File: config.mk
export PLATFORM = sky130hd
export DESIGN_NAME = emt_top
export DESIGN_NICKNAME = d
export VERILOG_FILES = /design/src/emt_pkg.sv /design/src/emt_cnt.sv /design/src/emt_top.sv
export SDC_FILE = /design/constraint.sdc
export NUM_CORES = 1
export LEC_CHECK = 0
export BUFFER_PORTS_ARGS = -buffer_cell sky130_fd_sc_hd__buf_4
export CORE_MARGIN = 2
export CORE_UTILIZATION = 40
export CTS_CLUSTER_SIZE = 30
export DETAILED_ROUTE_END_ITERATION = 8
export PLACE_DENSITY = 0.75
export SETUP_SLACK_MARGIN = 0.3
export SYNTH_ARGS = -nofsm -noshare
export SYNTH_HDL_FRONTEND = slang
export SYNTH_HIERARCHICAL = 1
export SYNTH_SLANG_ARGS = --single-unit
File: constraint.sdc
create_clock -name aclk -period 2.8 [get_ports aclk]
set_clock_uncertainty 0.05 [all_clocks]
set_input_delay 0.56 -clock aclk [delete_from_list [all_inputs] [get_ports aclk]]
set_output_delay 0.56 -clock aclk [all_outputs]
set_load 0.05 [all_outputs]
File: src/emt_pkg.sv
// Constants shared by the external bus timing controller.
// Assumes a single 50 MHz system clock and an AXI4-Lite register bus.
`default_nettype none
package emt_pkg;
    // Register byte offsets
    localparam logic [4:0] OFS_TIMING = 5'h00;
    localparam logic [4:0] OFS_CONFIG = 5'h04;
    localparam logic [4:0] OFS_PAGE = 5'h08;
    localparam logic [4:0] OFS_CMD = 5'h0c;
    localparam logic [4:0] OFS_STATUS = 5'h10;
    // Timing register fields and reset value (all maximum delays)
    localparam int SETUP_LSB = 6;
    localparam int WIDTH_LSB = 2;
    localparam int HOLD_LSB = 0;
    localparam logic [7:0] TIMING_RST = 8'hff;
    // Config register fields: code [4:2], latch width [1:0]
    localparam int CODE_LSB = 2;
    localparam int CODE_MSB = 4;
    localparam int ALEW_LSB = 0;
    localparam logic [4:0] CONFIG_RST = 5'h00;
    localparam logic [7:0] PAGE_RST = 8'h00;
    // Codes with bank select from the page register
    localparam logic [2:0] CODE_NMUX_BANK = 3'h6;
    localparam logic [2:0] CODE_MUX_BANK = 3'h2;
    // Command register fields
    localparam int CMD_ADDR_LSB = 0;
    localparam int CMD_WDATA_LSB = 16;
    localparam int CMD_WRITE_BIT = 24;
    localparam int CMD_WIDE_BIT = 25;
    // Fixed framing: two lead and two tail cycles give the four extra
    localparam logic [4:0] LEAD_CYC = 5'h02;
    localparam logic [4:0] TAIL_CYC = 5'h02;
    localparam logic [4:0] ALE_LOW_CYC = 5'h01;
    // AXI responses
    localparam logic [1:0] RESP_OKAY = 2'h0;
    localparam logic [1:0] RESP_SLVERR = 2'h2;
    // Transfer sequence, Gray coded along the path
    typedef enum logic [2:0] {
        ST_IDLE = 3'h0,
        ST_LEAD = 3'h1,
        ST_ALEH = 3'h3,
        ST_ALEL = 3'h2,
        ST_SETUP = 3'h6,
        ST_STRB = 3'h7,
        ST_HOLD = 3'h5,
        ST_TAIL = 3'h4
    } emt_state_e;
endpackage
`default_nettype wire

File: src/emt_cnt.sv
// Phase length down-counter for the external bus sequencer.
// Assumes load pulses arrive on the same clock; last is high on the
// final cycle of a loaded phase.
`timescale 1ns/1ns
`default_nettype none
module emt_cnt #(
    parameter int W = 5
) (
    input wire logic aclk,
    input wire logic aresetn,
    input wire logic load,
    input wire logic [W-1:0] load_val,
    output logic last
);
    logic [W-1:0] cnt_r;
    logic [W-1:0] cnt_nxt;

    initial
    begin
        if (W < 5)
            $error("emt_cnt: W must hold 16 cycles");
    end

    // Load wins; otherwise count down and stop at zero
    always_comb
    begin
        cnt_nxt = cnt_r;
        if (load)
            cnt_nxt = load_val;
        else if (cnt_r != '0)
            cnt_nxt = cnt_r - 1'b1;
    end

    always_ff @(posedge aclk)
    begin
        if (!aresetn)
            cnt_r <= '0;
        else
            cnt_r <= cnt_nxt;
    end

    assign last = (cnt_r == '0);
endmodule
`default_nettype wire

File: src/emt_top.sv
// External parallel memory bus controller with AXI4-Lite registers.
// Assumes an asynchronous memory on the pins and one 50 MHz clock.
// Function
// - Strobe lasts pulse width field plus one
// - Codes 101/110/111: wide moves non-multiplexed
// - Code 110 narrow moves: page drives upper
// - Codes 001/010/011: wide moves multiplexed
// - Codes 001/011 narrow moves: upper byte undriven
// - Transfer is four cycles beyond programmed phases
// - Multiplexed adds at least two latch cycles
// - Timing fields reset to maximum delays
//
// Local design decisions: the AXI4-Lite register port and the address map.
`timescale 1ns/1ns
`default_nettype none
module emt_top (
    input wire logic aclk,
    input wire logic aresetn,
    input wire logic [4:0] s_axi_awaddr,
    input wire logic s_axi_awvalid,
    output logic s_axi_awready,
    input wire logic [31:0] s_axi_wdata,
    input wire logic [3:0] s_axi_wstrb,
    input wire logic s_axi_wvalid,
    output logic s_axi_wready,
    output logic [1:0] s_axi_bresp,
    output logic s_axi_bvalid,
    input wire logic s_axi_bready,
    input wire logic [4:0] s_axi_araddr,
    input wire logic s_axi_arvalid,
    output logic s_axi_arready,
    output logic [31:0] s_axi_rdata,
    output logic [1:0] s_axi_rresp,
    output logic s_axi_rvalid,
    input wire logic s_axi_rready,
    output logic [7:0] addr_hi_o,
    output logic addr_hi_oe,
    output logic [7:0] addr_lo_o,
    output logic addr_lo_oe,
    input wire logic [7:0] data_i,
    output logic [7:0] data_o,
    output logic data_oe,
    output logic rd_n,
    output logic wr_n,
    output logic ale
);
    // Register file and bus slave state
    logic [7:0] timing_r, timing_nxt;
    logic [4:0] config_r, config_nxt;
    logic [7:0] page_r, page_nxt;
    logic [25:0] cmd_r, cmd_nxt;
    logic [7:0] rdata_r, rdata_nxt;
    logic aw_full_r, aw_full_nxt, w_full_r, w_full_nxt;
    logic [4:0] aw_addr_r, aw_addr_nxt;
    logic [31:0] w_data_r, w_data_nxt;
    logic [3:0] w_strb_r, w_strb_nxt;
    logic bvalid_r, bvalid_nxt, rvalid_r, rvalid_nxt;
    logic [1:0] bresp_r, bresp_nxt, rresp_r, rresp_nxt;
    logic [31:0] rd_r, rd_nxt;
    logic start;
    // Sequencer state and pins
    emt_pkg::emt_state_e st_r, st_nxt;
    logic [7:0] tm_r, tm_nxt;
    logic [2:0] code_r, code_nxt;
    logic [1:0] alew_r, alew_nxt;
    logic load;
    logic [4:0] load_val;
    logic last;
    logic [7:0] hi_nxt, lo_nxt, do_nxt;
    logic hi_oe_nxt, lo_oe_nxt, do_oe_nxt, rd_n_nxt, wr_n_nxt, ale_nxt;
    logic [7:0] sync1_r, sync2_r;

    // Merge byte lanes of a write into an old word
    function automatic logic [31:0] merge(input logic [31:0] old,
                                          input logic [31:0] wd,
                                          input logic [3:0] strb);
        logic [31:0] res;
        res = old;
        for (int i = 0; i < 4; i++)
            if (strb[i])
                res[i*8 +: 8] = wd[i*8 +: 8];
        return res;
    endfunction

    // Bus slave: address and data taken in either order, one at a time
    assign s_axi_awready = !aw_full_r && !bvalid_r;
    assign s_axi_wready = !w_full_r && !bvalid_r;
    assign s_axi_arready = !rvalid_r;
    assign s_axi_bvalid = bvalid_r;
    assign s_axi_bresp = bresp_r;
    assign s_axi_rvalid = rvalid_r;
    assign s_axi_rresp = rresp_r;
    assign s_axi_rdata = rd_r;

    always_comb
    begin
        logic [31:0] m;
        logic [4:0] a;
        logic [31:0] d;
        logic [3:0] s;
        m = '0;
        aw_full_nxt = aw_full_r;
        w_full_nxt = w_full_r;
        aw_addr_nxt = aw_addr_r;
        w_data_nxt = w_data_r;
        w_strb_nxt = w_strb_r;
        bvalid_nxt = bvalid_r && !s_axi_bready;
        bresp_nxt = bresp_r;
        timing_nxt = timing_r;
        config_nxt = config_r;
        page_nxt = page_r;
        cmd_nxt = cmd_r;
        start = 1'b0;
        if (s_axi_awvalid && s_axi_awready)
        begin
            aw_full_nxt = 1'b1;
            aw_addr_nxt = s_axi_awaddr;
        end
        if (s_axi_wvalid && s_axi_wready)
        begin
            w_full_nxt = 1'b1;
            w_data_nxt = s_axi_wdata;
            w_strb_nxt = s_axi_wstrb;
        end
        a = aw_full_nxt ? aw_addr_nxt : aw_addr_r;
        d = w_data_nxt;
        s = w_strb_nxt;
        if (aw_full_nxt && w_full_nxt && !bvalid_r)
        begin
            aw_full_nxt = 1'b0;
            w_full_nxt = 1'b0;
            bvalid_nxt = 1'b1;
            bresp_nxt = emt_pkg::RESP_OKAY;
            unique case ({a[4:2], 2'b00})
                emt_pkg::OFS_TIMING:
                begin
                    m = merge({24'h000000, timing_r}, d, s);
                    timing_nxt = m[7:0];
                end
                emt_pkg::OFS_CONFIG:
                begin
                    m = merge({27'h0000000, config_r}, d, s);
                    config_nxt = m[4:0];
                end
                emt_pkg::OFS_PAGE:
                begin
                    m = merge({24'h000000, page_r}, d, s);
                    page_nxt = m[7:0];
                end
                emt_pkg::OFS_CMD:
                begin
                    // A busy sequencer refuses a new move
                    if (st_r != emt_pkg::ST_IDLE)
                        bresp_nxt = emt_pkg::RESP_SLVERR;
                    else
                    begin
                        m = merge({6'h00, cmd_r}, d, s);
                        cmd_nxt = m[25:0];
                        start = 1'b1;
                    end
                end
                default:
                    bresp_nxt = emt_pkg::RESP_SLVERR;
            endcase
        end
    end

    // Read side answers one cycle after the address is taken
    always_comb
    begin
        rvalid_nxt = rvalid_r && !s_axi_rready;
        rd_nxt = rd_r;
        rresp_nxt = rresp_r;
        if (s_axi_arvalid && s_axi_arready)
        begin
            rvalid_nxt = 1'b1;
            rresp_nxt = emt_pkg::RESP_OKAY;
            unique case ({s_axi_araddr[4:2], 2'b00})
                emt_pkg::OFS_TIMING: rd_nxt = {24'h000000, timing_r};
                emt_pkg::OFS_CONFIG: rd_nxt = {27'h0000000, config_r};
                emt_pkg::OFS_PAGE: rd_nxt = {24'h000000, page_r};
                emt_pkg::OFS_CMD: rd_nxt = {6'h00, cmd_r};
                emt_pkg::OFS_STATUS:
                    rd_nxt = {16'h0000, rdata_r, 7'h00,
                              st_r != emt_pkg::ST_IDLE};
                default:
                begin
                    rd_nxt = '0;
                    rresp_nxt = emt_pkg::RESP_SLVERR;
                end
            endcase
        end
    end

    always_ff @(posedge aclk)
    begin
        if (!aresetn)
        begin
            timing_r <= emt_pkg::TIMING_RST;
            config_r <= emt_pkg::CONFIG_RST;
            page_r <= emt_pkg::PAGE_RST;
            cmd_r <= '0;
            aw_full_r <= 1'b0;
            w_full_r <= 1'b0;
            aw_addr_r <= '0;
            w_data_r <= '0;
            w_strb_r <= '0;
            bvalid_r <= 1'b0;
            bresp_r <= emt_pkg::RESP_OKAY;
            rvalid_r <= 1'b0;
            rresp_r <= emt_pkg::RESP_OKAY;
            rd_r <= '0;
        end
        else
        begin
            timing_r <= timing_nxt;
            config_r <= config_nxt;
            page_r <= page_nxt;
            cmd_r <= cmd_nxt;
            aw_full_r <= aw_full_nxt;
            w_full_r <= w_full_nxt;
            aw_addr_r <= aw_addr_nxt;
            w_data_r <= w_data_nxt;
            w_strb_r <= w_strb_nxt;
            bvalid_r <= bvalid_nxt;
            bresp_r <= bresp_nxt;
            rvalid_r <= rvalid_nxt;
            rresp_r <= rresp_nxt;
            rd_r <= rd_nxt;
        end
    end

    emt_cnt #(
        .W(5)
    ) u_cnt (
        .aclk(aclk),
        .aresetn(aresetn),
        .load(load),
        .load_val(load_val),
        .last(last)
    );

    // Sequencer: timing and config are snapshotted at start; the page register is read
    // live, so a page write in mid-move changes the upper byte of a bank move
    always_comb
    begin
        logic [1:0] su;
        logic [3:0] wd;
        logic [1:0] ho;
        logic mux;
        logic bank;
        logic [25:0] c;
        // The command word lands with start, so the first pin cycle
        // must see the new word, not the previous one
        c = start ? cmd_nxt : cmd_r;
        st_nxt = st_r;
        tm_nxt = tm_r;
        code_nxt = code_r;
        alew_nxt = alew_r;
        load = 1'b0;
        load_val = '0;
        rdata_nxt = rdata_r;
        su = tm_r[emt_pkg::SETUP_LSB +: 2];
        wd = tm_r[emt_pkg::WIDTH_LSB +: 4];
        ho = tm_r[emt_pkg::HOLD_LSB +: 2];
        mux = !code_r[2];
        unique case (st_r)
            emt_pkg::ST_IDLE:
                if (start)
                begin
                    tm_nxt = timing_r;
                    code_nxt = config_r[emt_pkg::CODE_MSB:emt_pkg::CODE_LSB];
                    alew_nxt = config_r[emt_pkg::ALEW_LSB +: 2];
                    st_nxt = emt_pkg::ST_LEAD;
                    load = 1'b1;
                    load_val = emt_pkg::LEAD_CYC - 5'h01;
                end
            emt_pkg::ST_LEAD:
                if (last)
                begin
                    load = 1'b1;
                    if (mux)
                    begin
                        st_nxt = emt_pkg::ST_ALEH;
                        load_val = {3'h0, alew_r};
                    end
                    else if (su != 2'h0)
                    begin
                        st_nxt = emt_pkg::ST_SETUP;
                        load_val = {3'h0, su - 2'h1};
                    end
                    else
                    begin
                        st_nxt = emt_pkg::ST_STRB;
                        load_val = {1'b0, wd};
                    end
                end
            emt_pkg::ST_ALEH:
                if (last)
                begin
                    st_nxt = emt_pkg::ST_ALEL;
                    load = 1'b1;
                    load_val = emt_pkg::ALE_LOW_CYC - 5'h01;
                end
            emt_pkg::ST_ALEL, emt_pkg::ST_SETUP:
                if (last)
                begin
                    load = 1'b1;
                    if (st_r == emt_pkg::ST_ALEL && su != 2'h0)
                    begin
                        st_nxt = emt_pkg::ST_SETUP;
                        load_val = {3'h0, su - 2'h1};
                    end
                    else
                    begin
                        st_nxt = emt_pkg::ST_STRB;
                        load_val = {1'b0, wd};
                    end
                end
            emt_pkg::ST_STRB:
                if (last)
                begin
                    load = 1'b1;
                    // Sampled at strobe end, after the two-flop delay
                    if (!c[emt_pkg::CMD_WRITE_BIT])
                        rdata_nxt = sync2_r;
                    if (ho != 2'h0)
                    begin
                        st_nxt = emt_pkg::ST_HOLD;
                        load_val = {3'h0, ho - 2'h1};
                    end
                    else
                    begin
                        st_nxt = emt_pkg::ST_TAIL;
                        load_val = emt_pkg::TAIL_CYC - 5'h01;
                    end
                end
            emt_pkg::ST_HOLD:
                if (last)
                begin
                    st_nxt = emt_pkg::ST_TAIL;
                    load = 1'b1;
                    load_val = emt_pkg::TAIL_CYC - 5'h01;
                end
            emt_pkg::ST_TAIL:
                if (last)
                    st_nxt = emt_pkg::ST_IDLE;
            default:
                st_nxt = emt_pkg::ST_IDLE;
        endcase

        // Pin values for the next state, registered below
        bank = (code_nxt == emt_pkg::CODE_NMUX_BANK) ||
               (code_nxt == emt_pkg::CODE_MUX_BANK);
        hi_nxt = c[emt_pkg::CMD_ADDR_LSB + 8 +: 8];
        hi_oe_nxt = 1'b0;
        lo_nxt = c[emt_pkg::CMD_ADDR_LSB +: 8];
        lo_oe_nxt = 1'b0;
        do_nxt = c[emt_pkg::CMD_WDATA_LSB +: 8];
        do_oe_nxt = 1'b0;
        rd_n_nxt = 1'b1;
        wr_n_nxt = 1'b1;
        ale_nxt = (st_nxt == emt_pkg::ST_ALEH);
        if (st_nxt != emt_pkg::ST_IDLE)
        begin
            if (c[emt_pkg::CMD_WIDE_BIT])
                hi_oe_nxt = 1'b1;
            else if (bank)
            begin
                hi_nxt = page_r;
                hi_oe_nxt = 1'b1;
            end
            // Narrow moves without bank select leave the upper byte
            // to the port latches
            if (code_nxt[2])
                lo_oe_nxt = 1'b1;
            else if (st_nxt == emt_pkg::ST_LEAD ||
                     st_nxt == emt_pkg::ST_ALEH ||
                     st_nxt == emt_pkg::ST_ALEL)
            begin
                do_nxt = c[emt_pkg::CMD_ADDR_LSB +: 8];
                do_oe_nxt = 1'b1;
            end
            if (c[emt_pkg::CMD_WRITE_BIT] &&
                (st_nxt == emt_pkg::ST_SETUP ||
                 st_nxt == emt_pkg::ST_STRB ||
                 st_nxt == emt_pkg::ST_HOLD))
                do_oe_nxt = 1'b1;
            if (st_nxt == emt_pkg::ST_STRB)
            begin
                wr_n_nxt = !c[emt_pkg::CMD_WRITE_BIT];
                rd_n_nxt = c[emt_pkg::CMD_WRITE_BIT];
            end
        end
    end

    // Sequencer, pin registers and read data synchroniser
    always_ff @(posedge aclk)
    begin
        if (!aresetn)
        begin
            st_r <= emt_pkg::ST_IDLE;
            tm_r <= emt_pkg::TIMING_RST;
            code_r <= '0;
            alew_r <= '0;
            rdata_r <= '0;
            addr_hi_o <= '0;
            addr_hi_oe <= 1'b0;
            addr_lo_o <= '0;
            addr_lo_oe <= 1'b0;
            data_o <= '0;
            data_oe <= 1'b0;
            rd_n <= 1'b1;
            wr_n <= 1'b1;
            ale <= 1'b0;
            sync1_r <= '0;
            sync2_r <= '0;
        end
        else
        begin
            st_r <= st_nxt;
            tm_r <= tm_nxt;
            code_r <= code_nxt;
            alew_r <= alew_nxt;
            rdata_r <= rdata_nxt;
            addr_hi_o <= hi_nxt;
            addr_hi_oe <= hi_oe_nxt;
            addr_lo_o <= lo_nxt;
            addr_lo_oe <= lo_oe_nxt;
            data_o <= do_nxt;
            data_oe <= do_oe_nxt;
            rd_n <= rd_n_nxt;
            wr_n <= wr_n_nxt;
            ale <= ale_nxt;
            sync1_r <= data_i;
            sync2_r <= sync1_r;
        end
    end
endmodule
`default_nettype wire

=== Word-level counts from Yosys, hierarchy flattened ===
Cells that the tools add are included.
W data, S select, Z words.

* Bitwise gates (word level): 2
* Eq/ne operators: 22
* Reductions and logical operators: 45
* Muxes and demuxes: 64
* $add $sub $neg: 3

{| class="wikitable"
|+ Operator list
! kind !! number
|-
| $pmux W26 S5 || 1
|-
| $mux W26 || 4
|-
| $mux W8 || 9
|-
| $mux W32 || 1
|-
| $mux W3 || 10
|-
| $eq A3 B2 Y1 const B || 9
|-
| $eq A3 B3 Y1 const B || 9
|-
| $mux W4 || 6
|-
| $pmux W3 S7 || 1
|-
| $mux W1 || 20
|-
| $mux W5 || 4
|-
| $pmux W4 S5 || 1
|-
| $reduce_and A3 Y1 || 5
|-
| $eq A3 B1 Y1 const B || 4
|-
| $logic_and A1 B1 Y1 || 11
|-
| $mux W2 || 5
|-
| $logic_not A3 Y1 || 3
|-
| $logic_not A1 Y1 || 7
|-
| $reduce_bool A2 Y1 || 3
|-
| $reduce_bool A3 Y1 || 2
|-
| $reduce_or A6 Y1 || 1
|-
| $logic_not A5 Y1 || 1
|-
| $logic_or A1 B1 Y1 || 5
|-
| $reduce_bool A5 Y1 || 1
|-
| other kinds (9) || 13
|}

* Logic and storage cells: 167
* Bits in registers: 203
* Output and inout bits: 71
* Input bits: 61

=== Depth between registers and ports, before layout ===
Gate-level depths: netlist (run 1).

* Word-level depth: 16
* Depth in mapped cells: 10
* Depth with buffers taken out: 9

=== Hierarchy ===
The synthesis (run 1) kept the hierarchy.

{| class="wikitable"
|+ Modules (own cells, without submodules)
! module !! area an instance (sq um) !! instances !! sequential area each (sq um) !! cells each
|-
| emt_top || 7191.9 || 1 || 3643.5 || 743
|-
| emt_cnt || 300.3 || 1 || 100.1 || 34
|}

=== Worst setup path after synthesis (run 1) ===
No wires, ideal clock.

* Path type: reg-to-reg
* From: register bvalid_r, in the netlist s_axi_bvalid
* To: register addr_hi_o[0]
* Clock period less this slack: 2.795 ns
* Buffers on the path: 1
* Data arrival time: 2.624 ns
* Setup time: 0.121 ns
* Data required time: 2.629 ns
* Slack: 0.005 ns
* Stages on the path, launching flop included: 7
* Cell sequence: dfxtp_1 -> or3b_1 -> buf_2 -> mux2_4 -> or4_4 -> o221ai_4 -> mux2_2

* Word-level cells in the longest chain between the ends: 15
* Elaborated cells between the ends (all ways): 33
* Classes of those cells: eq/ne (3); mux (21); reduce/logical (9)

{| class="wikitable"
|+ Ends and longest elaborated chain
! item !! line !! RTL
|-
| start, declared || emt_top.sv:57 || <nowiki>logic bvalid_r, bvalid_nxt, rvalid_r, rvalid_nxt;</nowiki>
|-
| start signal, assigned || emt_top.sv:225 || <nowiki>bvalid_r <= bvalid_nxt;</nowiki>
|-
| $logic_not A1 Y1 * || emt_top.sv:86, emt_top.sv:87, emt_top.sv:128 ||
|-
| $logic_and A1 B1 Y1 || emt_top.sv:86 || <nowiki>assign s_axi_awready = !aw_full_r && !bvalid_r;</nowiki>
|-
| $logic_and A1 B1 Y1 || emt_top.sv:114 || <nowiki>if (s_axi_awvalid && s_axi_awready)</nowiki>
|-
| $mux W5 / $mux W1 (equally long branches) || emt_top.sv:114 ||
|-
| $mux W5 || emt_top.sv:125 || <nowiki>a = aw_full_nxt ? aw_addr_nxt : aw_addr_r;</nowiki>
|-
| $eq A3 B2 Y1 || emt_top.sv:134 || <nowiki>unique case ({a[4:2], 2'b00})</nowiki>
|-
| $mux W1 || emt_top.sv:134 ||
|-
| $mux W1 || emt_top.sv:128 || <nowiki>if (aw_full_nxt && w_full_nxt && !bvalid_r)</nowiki>
|-
| $mux W3 || emt_top.sv:269 || <nowiki>if (start)</nowiki>
|-
| $mux W3 || emt_top.sv:267 || <nowiki>unique case (st_r)</nowiki>
|-
| $eq A3 B3 Y1 / $eq A3 B2 Y1 (equally long branches) || emt_top.sv:353, emt_top.sv:354 ||
|-
| $logic_or A1 B1 Y1 || emt_top.sv:353 || <nowiki>bank = (code_nxt == emt_pkg::CODE_NMUX_BANK) ||</nowiki>
|-
| $mux W8 || emt_top.sv:368 || <nowiki>else if (bank)</nowiki>
|-
| $mux W8 || emt_top.sv:366 || <nowiki>if (c[emt_pkg::CMD_WIDE_BIT])</nowiki>
|-
| $mux W8 * || emt_top.sv:364 || <nowiki>if (st_nxt != emt_pkg::ST_IDLE)</nowiki>
|-
| end signal, assigned || emt_top.sv:426 || <nowiki>addr_hi_o <= hi_nxt;</nowiki>
|-
| end, declared || emt_top.sv:36 || <nowiki>output logic [7:0] addr_hi_o,</nowiki>
|}

Mark *: on every way between the ends. The rest lies on a longest branch, timed or not.
A chain may end at the register's enable or synchronous reset.

=== Worst setup path in the final report (run 1) ===
* From: register aw_full_r
* To: register addr_hi_o[4]

* Word-level cells in the longest chain between the ends: 15
* Elaborated cells between the ends (all ways): 25
* Classes of those cells: eq/ne (3); mux (15); reduce/logical (7)

{| class="wikitable"
|+ Ends and longest elaborated chain
! item !! line !! RTL
|-
| start, declared || emt_top.sv:53 || <nowiki>logic aw_full_r, aw_full_nxt, w_full_r, w_full_nxt;</nowiki>
|-
| start signal, assigned || emt_top.sv:220 || <nowiki>aw_full_r <= aw_full_nxt;</nowiki>
|-
| $logic_not A1 Y1 || emt_top.sv:86 ||
|-
| $logic_and A1 B1 Y1 || emt_top.sv:86 ||
|-
| $logic_and A1 B1 Y1 || emt_top.sv:114 ||
|-
| $mux W5 / $mux W1 (equally long branches) || emt_top.sv:114 ||
|-
| $mux W5 || emt_top.sv:125 ||
|-
| $eq A3 B2 Y1 || emt_top.sv:134 ||
|-
| $mux W1 || emt_top.sv:134 ||
|-
| $mux W1 || emt_top.sv:128 ||
|-
| $mux W3 || emt_top.sv:269 ||
|-
| $mux W3 || emt_top.sv:267 ||
|-
| $eq A3 B3 Y1 / $eq A3 B2 Y1 (equally long branches) || emt_top.sv:353, emt_top.sv:354 ||
|-
| $logic_or A1 B1 Y1 || emt_top.sv:353 ||
|-
| $mux W8 || emt_top.sv:368 ||
|-
| $mux W8 || emt_top.sv:366 ||
|-
| $mux W8 * || emt_top.sv:364 ||
|}

Marks and branches as above.

==> results of run 1 <==
==> cells by family after synthesis <==
family / after synthesis / share of synthesized area
other: 1 / 0.000501
adders and majority gates: 2 / 0.00334
xor gates and xnor gates: 1 / 0.00117
AOI/OAI and AO/OA: 106 / 0.105
buffers and inverters: 102 / 0.0579
muxes: 91 / 0.140
and+or+nand+nor: 287 / 0.192
DFF: 187 / 0.500
==> critical path, delay by kind of cell, from the launching register on <==
family | cells | cell delay (ps)
flip-flops | 1 | 340
buffers and inverters | 1 | 170
AND/OR/NAND/NOR | 2 | 920
AO/OA/AOI/OAI | 1 | 230
multiplexers | 2 | 670
==> power by group through the flow <==
stage / logic (W) / clock network (W) / registers, W
after CTS: 0.00112 / 0.00246 / 0.00285
after global placement: 0.00105 / 0 / 0.00291
after global routing: 0.00125 / 0.00258 / 0.00286
after floorplan: 0.000675 / 0 / 0.00296
after detailed placement: 0.00108 / 0 / 0.00292
final: 0.00115 / 0.00243 / 0.00286
==> Yosys cell counts (6+ instances only) <==
| master | count |
|---|---|
| a211oi_1 | 15 |
| nand3_1 | 24 |
| nand2_1 | 80 |
| and2_1 | 47 |
| nand4_1 | 6 |
| a22oi_1 | 9 |
| nand2b_1 | 14 |
| mux2i_1 | 55 |
| a21oi_1 | 22 |
| buf_1 | 8 |
| a221oi_1 | 9 |
| inv_1 | 46 |
| dfxtp_1 | 187 |
| buf_4 | 8 |
| nor2_1 | 75 |
| clkbuf_1 | 32 |
| nor3_1 | 14 |
| o21ai_0 | 9 |
| mux2_2 | 22 |
| o211ai_1 | 12 |
| mux2_4 | 9 |
==> metal layers <==
metal / global-route usage / up-vias / part of all wire
met5: 0 / - / 0
met4: 0.0726 / 0 / 0.024
met3: 0.0394 / 36 / 0.041
met2: 0.318 / 163 / 0.50
met1: 0.240 / 2859 / 0.43
li1: - / 2921 / -
==> repair_timing <==
action	CTS	global route
endpoints found under the setup margin	16	22
cloned	0	0
pin swaps	2	3
buffers inserted	4	4
resized for setup	6	14
==> final cells by class <==
class / instances / area [um^2] / area share
clock buffers: 22 / 474 / 0.0497
clock inverters: 7 / 116 / 0.0122
inverters: 47 / 176 / 0.0185
multi-input cells: 496 / 3420 / 0.359
flip-flops and latches: 187 / 3750 / 0.393
well taps: 234 / 293 / 0.0307
repair buffers: 166 / 1300 / 0.137
==> metrics by stage <==
step / util / hold WS (ps) / power [W] / setup WS, ps / setup TNS, ps
after global routing: 0.515 / 252 / 0.00669 / 224 / 0
final: 0.515 / 254 / 0.00644 / 319 / 0
after global placement: 0.476 / 368 / 0.00397 / 16.3 / 0
after detailed placement: 0.476 / 369 / 0.00400 / -4.06 / -7.79
after CTS: 0.510 / 243 / 0.00643 / 307 / 0
after floorplan: - / 362 / 0.00364 / 67.0 / 0
==> path summary, 6_finish.rpt <==
check / start / to / slack, ps / cells past startpoint
setup / recovery: aw_full_r / addr_hi_o[4] / 320 / 6
hold / removal: s_axi_rready / s_axi_rvalid / 250 / 2
setup reg to reg: aw_full_r / addr_hi_o[4] / 320 / 6
hold reg to reg: sync1_r[1] / sync2_r[1] / 380 / 1
==> flow_summary_export.csv, run 1 <==
group,metric,value,unit
timing,tightestPinTransition,1130,ps
final_layout,antennaDiodeCount,0,
clock_network,cts_buffers,17,
clock_network,cts-root-buf,"clkbuf_16",
power_and_ir_drop,combPwrFrac,0.179,
synth,postSynthAreaPerCell,9.64,um^2
timing,fin_crit,2480,ps
setup_path,cp-start-kind,"flip-flop",
die,die_x,141,um
route,wirelength,18900,um
route,vias,5979,
grt,grt_util_all_layers,0.189,
power_and_ir_drop,sw_frac_of_total,0.268,
route,dr.pass1.iters,5,
timing,rsz0062_at_grt,"yes",
grt,overflow,0,
setup_path,crit_type,"reg2reg",
die,dieHeight,141,um
power_and_ir_drop,leakagePower,4.36,nW
clock_network,insertion_delay,430,ps
setup_path,required,3070,ps
placed_design,routabilityCongestion,0.895,
route,post_drt_wl_per_cell,16.3,um
power_and_ir_drop,irDropWorstVdd,478,uV
final_layout,layout_commonest_cell,"dfxtp_1",
die,initial_core_util,0.405,
setup_path,cp-end-kind,"flip-flop",
clock_network,ctsHoldBuffers,0,
synth,netlist_top_cells_area,"dfxtp_1 50%, mux2i_1 7.3%, nand2_1 4.0%",
clock_network,cts_tree,"built",
synth,yosysTopAreaCellShare,0.500,
setup_path,path_max_fanout,8,
timing,hold_viol,0,
placed_design,port_buffers,113,
power_and_ir_drop,p_per_area,675,nW/um^2
synth,ys_seq_area_frac,0.500,
final_layout,stdcell_count,1159,
timing,max_slew_margin,0.240,
grt,antenna_found_initial,0,
grt,grt_pass1_wl,29300,um
worst_hold_path,hp-class,"in2reg",
final_layout,syn_to_final_growth,27.3,%
route,drt_iter0_markers,493,
setup_path,crit_chain,"or3b_4 > mux2_4 > or4_4 > o221ai_4 > buf_12 > mux2_2",
synth,synth_edf_count,0,
route,via_per_inst,5.16,
synth,synthCells,777,
route,drc,0,
synth,synth_cell_types,64,
power_and_ir_drop,seqPwrFrac,0.443,
clock_network,cts_max_path_buffers,2,
synth,synth-seq-cells,187,
final_layout,fillers,1640,
die,dieArea,19800,um^2
placed_design,dp.cells,1122,
die,ios,132,
timing,report.final.slew_viol_count,0,
placed_design,postPlaceCellArea,8810,um^2
die,fp-row-count,50,
clock_network,clock_sinks,187,
synth,synth_top_area_cell,"dfxtp_1",
setup_path,max_stage_delay,510,ps
grt,first_global_vias,5595,
clock_network,htree_levels,4,
timing,finalCritPeriodShare,0.886,
synth,async_flop_share,0,
synth,synth_ff_type,"dfxtp_1",
placed_design,hpwl,13200,um
power_and_ir_drop,netSwitchingPower,0.00173,W
final_layout,layout_common_cells,"185 x dfxtp_1, 160 x buf_4, 80 x nand2_1",
grt,grt_max_degree,104,
synth,synth-warning-count,6,
setup_path,arrival,2750,ps
timing,max_freq,403,MHz
outcome,run_status,"finished clean",
final_layout,drive_above_1_share,0.277,
flow_run,maxCapViolations,0,
clock_network,clk_pin_slew,60,ps
route,ant_nets,0,
final_layout,final_nets,978,
die,core-area,18500,um^2
setup_path,critical-path-slowest-cell,"or4_4",
power_and_ir_drop,intPower,0.00471,W
synth,syn-cell-area,7490,um^2
power_and_ir_drop,clkPwrFrac,0.378,
final_layout,finalInstanceArea,9540,um^2
timing,setup_viol,0,
Note: power is estimated with default switching activity, not from simulation.
==> run 2: changes to the inputs <==
--- a/config.mk
+++ b/config.mk
@@ -10,7 +10,6 @@
 export CORE_UTILIZATION = 40
 export CTS_CLUSTER_SIZE = 30
 export DETAILED_ROUTE_END_ITERATION = 8
-export PLACE_DENSITY = 0.75
 export SETUP_SLACK_MARGIN = 0.3
 export SYNTH_ARGS = -nofsm -noshare
 export SYNTH_HDL_FRONTEND = slang
==> run 2 against run 1 <==
Effect of this change: first-iteration DRC count decreased by 20%; clock power decreased by 5%; power decreased by 2.2%.
==> flow_summary_export.csv, run 2 (synthesis results as in run 1) <==
group,metric,value,unit
grt,first_global_vias,5467,
grt,overflow,0,
flow_run,maxCapViolations,0,
die,die_x,141,um
setup_path,r2r_end,"addr_hi_o[4]",
placed_design,routabilityCongestion,0.863,
route,via_per_inst,5.01,
clock_network,clock_sinks,187,
clock_network,htree_levels,4,
clock_network,cts_max_path_buffers,2,
clock_network,cts_buffers,17,
die,dieArea,19800,um^2
power_and_ir_drop,combPwrFrac,0.182,
setup_path,arrival,2730,ps
die,fp-row-count,50,
die,dieHeight,141,um
setup_path,critPathCapture,"addr_hi_o[4]",
route,ant_nets,0,
power_and_ir_drop,netSwitchingPower,0.00180,W
timing,setup_tns,0,ps
timing,tightestPinTransition,655,ps
timing,hold_viol,0,
grt,grt_util_all_layers,0.195,
route,post_drt_wl_per_cell,16.4,um
die,ios,132,
timing,rsz0062_at_grt,"yes",
timing,finalCritPeriodShare,0.884,
power_and_ir_drop,intPower,0.00450,W
grt,grt_pass1_wl,30000,um
route,vias,5824,
outcome,run_status,"finished clean",
power_and_ir_drop,irDropWorstVdd,421,uV
die,core-area,18500,um^2
setup_path,path_max_fanout,8,
route,drt_iter0_markers,392,
power_and_ir_drop,p_per_area,663,nW/um^2
power_and_ir_drop,clkPwrFrac,0.365,
power_and_ir_drop,seqPwrFrac,0.453,
final_layout,fillers,1748,
setup_path,crit_path_start,"aw_full_r",
grt,grt_max_degree,60,
die,initial_core_util,0.405,
setup_path,reg2reg_from,"aw_full_r",
setup_path,required,3060,ps
clock_network,insertion_delay,430,ps
timing,max_freq,404,MHz
final_layout,syn_to_final_growth,26.8,%
route,wirelength,19100,um
final_layout,drive_above_1_share,0.278,
grt,antenna_found_initial,0,
placed_design,port_buffers,113,
setup_path,cp-end-kind,"flip-flop",
timing,max_slew_margin,0.562,
route,dr.pass1.iters,4,
final_layout,final_nets,979,
placed_design,hpwl,13600,um
setup_path,r2r_setup_slack,330,ps
final_layout,antennaDiodeCount,0,
timing,fin_crit,2470,ps
final_layout,layout_commonest_cell,"dfxtp_1",
final_layout,fin_util,0.513,
clock_network,clk_pin_slew,70,ps
timing,report.final.slew_viol_count,0,
power_and_ir_drop,leakagePower,4.35,nW
clock_network,cts_tree,"built",
setup_path,r2r_cells,6,
route,drc,0,
worst_hold_path,hp-class,"in2reg",
power_and_ir_drop,sw_frac_of_total,0.285,
clock_network,cts-root-buf,"clkbuf_16",
setup_path,crit_type,"reg2reg",
final_layout,layout_common_cells,"185 x dfxtp_1, 161 x buf_4, 80 x nand2_1",
setup_path,cp-start-kind,"flip-flop",
timing,setup_viol,0,
run 2: changes by cell type in the layout (fill, tap and decap cells not counted), moves of 3 or more:
cell	previous run	this run
bufinv_16	3	0
inv_6	0	3
mux2_2	18	22
mux2_4	13	9
run 2: power groups by stage:
stage	combinational [W]	clock [W]	sequential, W
after detailed placement	0.00110	0	0.00291
after global routing	0.00127	0.00245	0.00286
after global placement	0.00110	0	0.00291
final	0.00115	0.00230	0.00285
after floorplan	0.000675	0	0.00296
after CTS	0.00112	0.00234	0.00285
run 2: routing by layer:
layer,part of all wire,GRT usage
met1,0.47,0.262
met2,0.48,0.317
met3,0.032,0.0350
met4,0.019,0.0674
met5,0,0
run 2: metrics by stage:
stage / instances / instance area (um^2) / power, W / hold slack (ps) / setup WS (ps)
floorplan: 785 / 7560 / 0.00364 / 362 / 67.0
CTS: 1160 / 9450 / 0.00630 / 254 / 300
finish: 1163 / 9500 / 0.00630 / 264 / 326
global placement: 1126 / 8860 / 0.00401 / 368 / 7.91
global route: 1163 / 9500 / 0.00658 / 267 / 274
detailed placement: 1126 / 8860 / 0.00402 / 369 / 13.3
run 2: final cells by class:
class	instances	area, um^2	share of cell area
Sequential cell	187	3750	0.395
Inverter	47	176	0.0186
Clock inverter	10	80.1	0.00843
Clock buffer	22	484	0.0510
Timing Repair Buffer	167	1320	0.139
Tap cell	234	293	0.0308
Multi-Input combinational cell	496	3390	0.357
run 2: worst min-delay path by stage:
stage	slack, ps	from	cells past startpoint	end
6_report	260	s_axi_rready	2	s_axi_rvalid
5_1_grt	270	s_axi_rready	2	s_axi_rvalid
4_1_cts	250	s_axi_rready	2	s_axi_rvalid
3_5_place_dp	370	sync1_r[7]	1	sync2_r[7]
3_3_place_gp	370	sync1_r[1]	1	sync2_r[1]
2_1_floorplan	360	sync1_r[0]	1	sync2_r[0]
run 2: repair_timing:
action | 4_1_cts | 5_1_grt
buffers inserted | 2 | 3
setup endpoints to repair | 8 | 19
hold buffers | 0 | 0
pin swaps | 0 | 1
resized for setup | 4 | 8
run 2: worst max-delay path, cell delays in order, from the launching register on:
cell	delay (ps)
dfxtp_4	350
or3b_4	400
mux2_4	320
or4_4	540
o221ai_4	210
buf_12	160
mux2_2	330
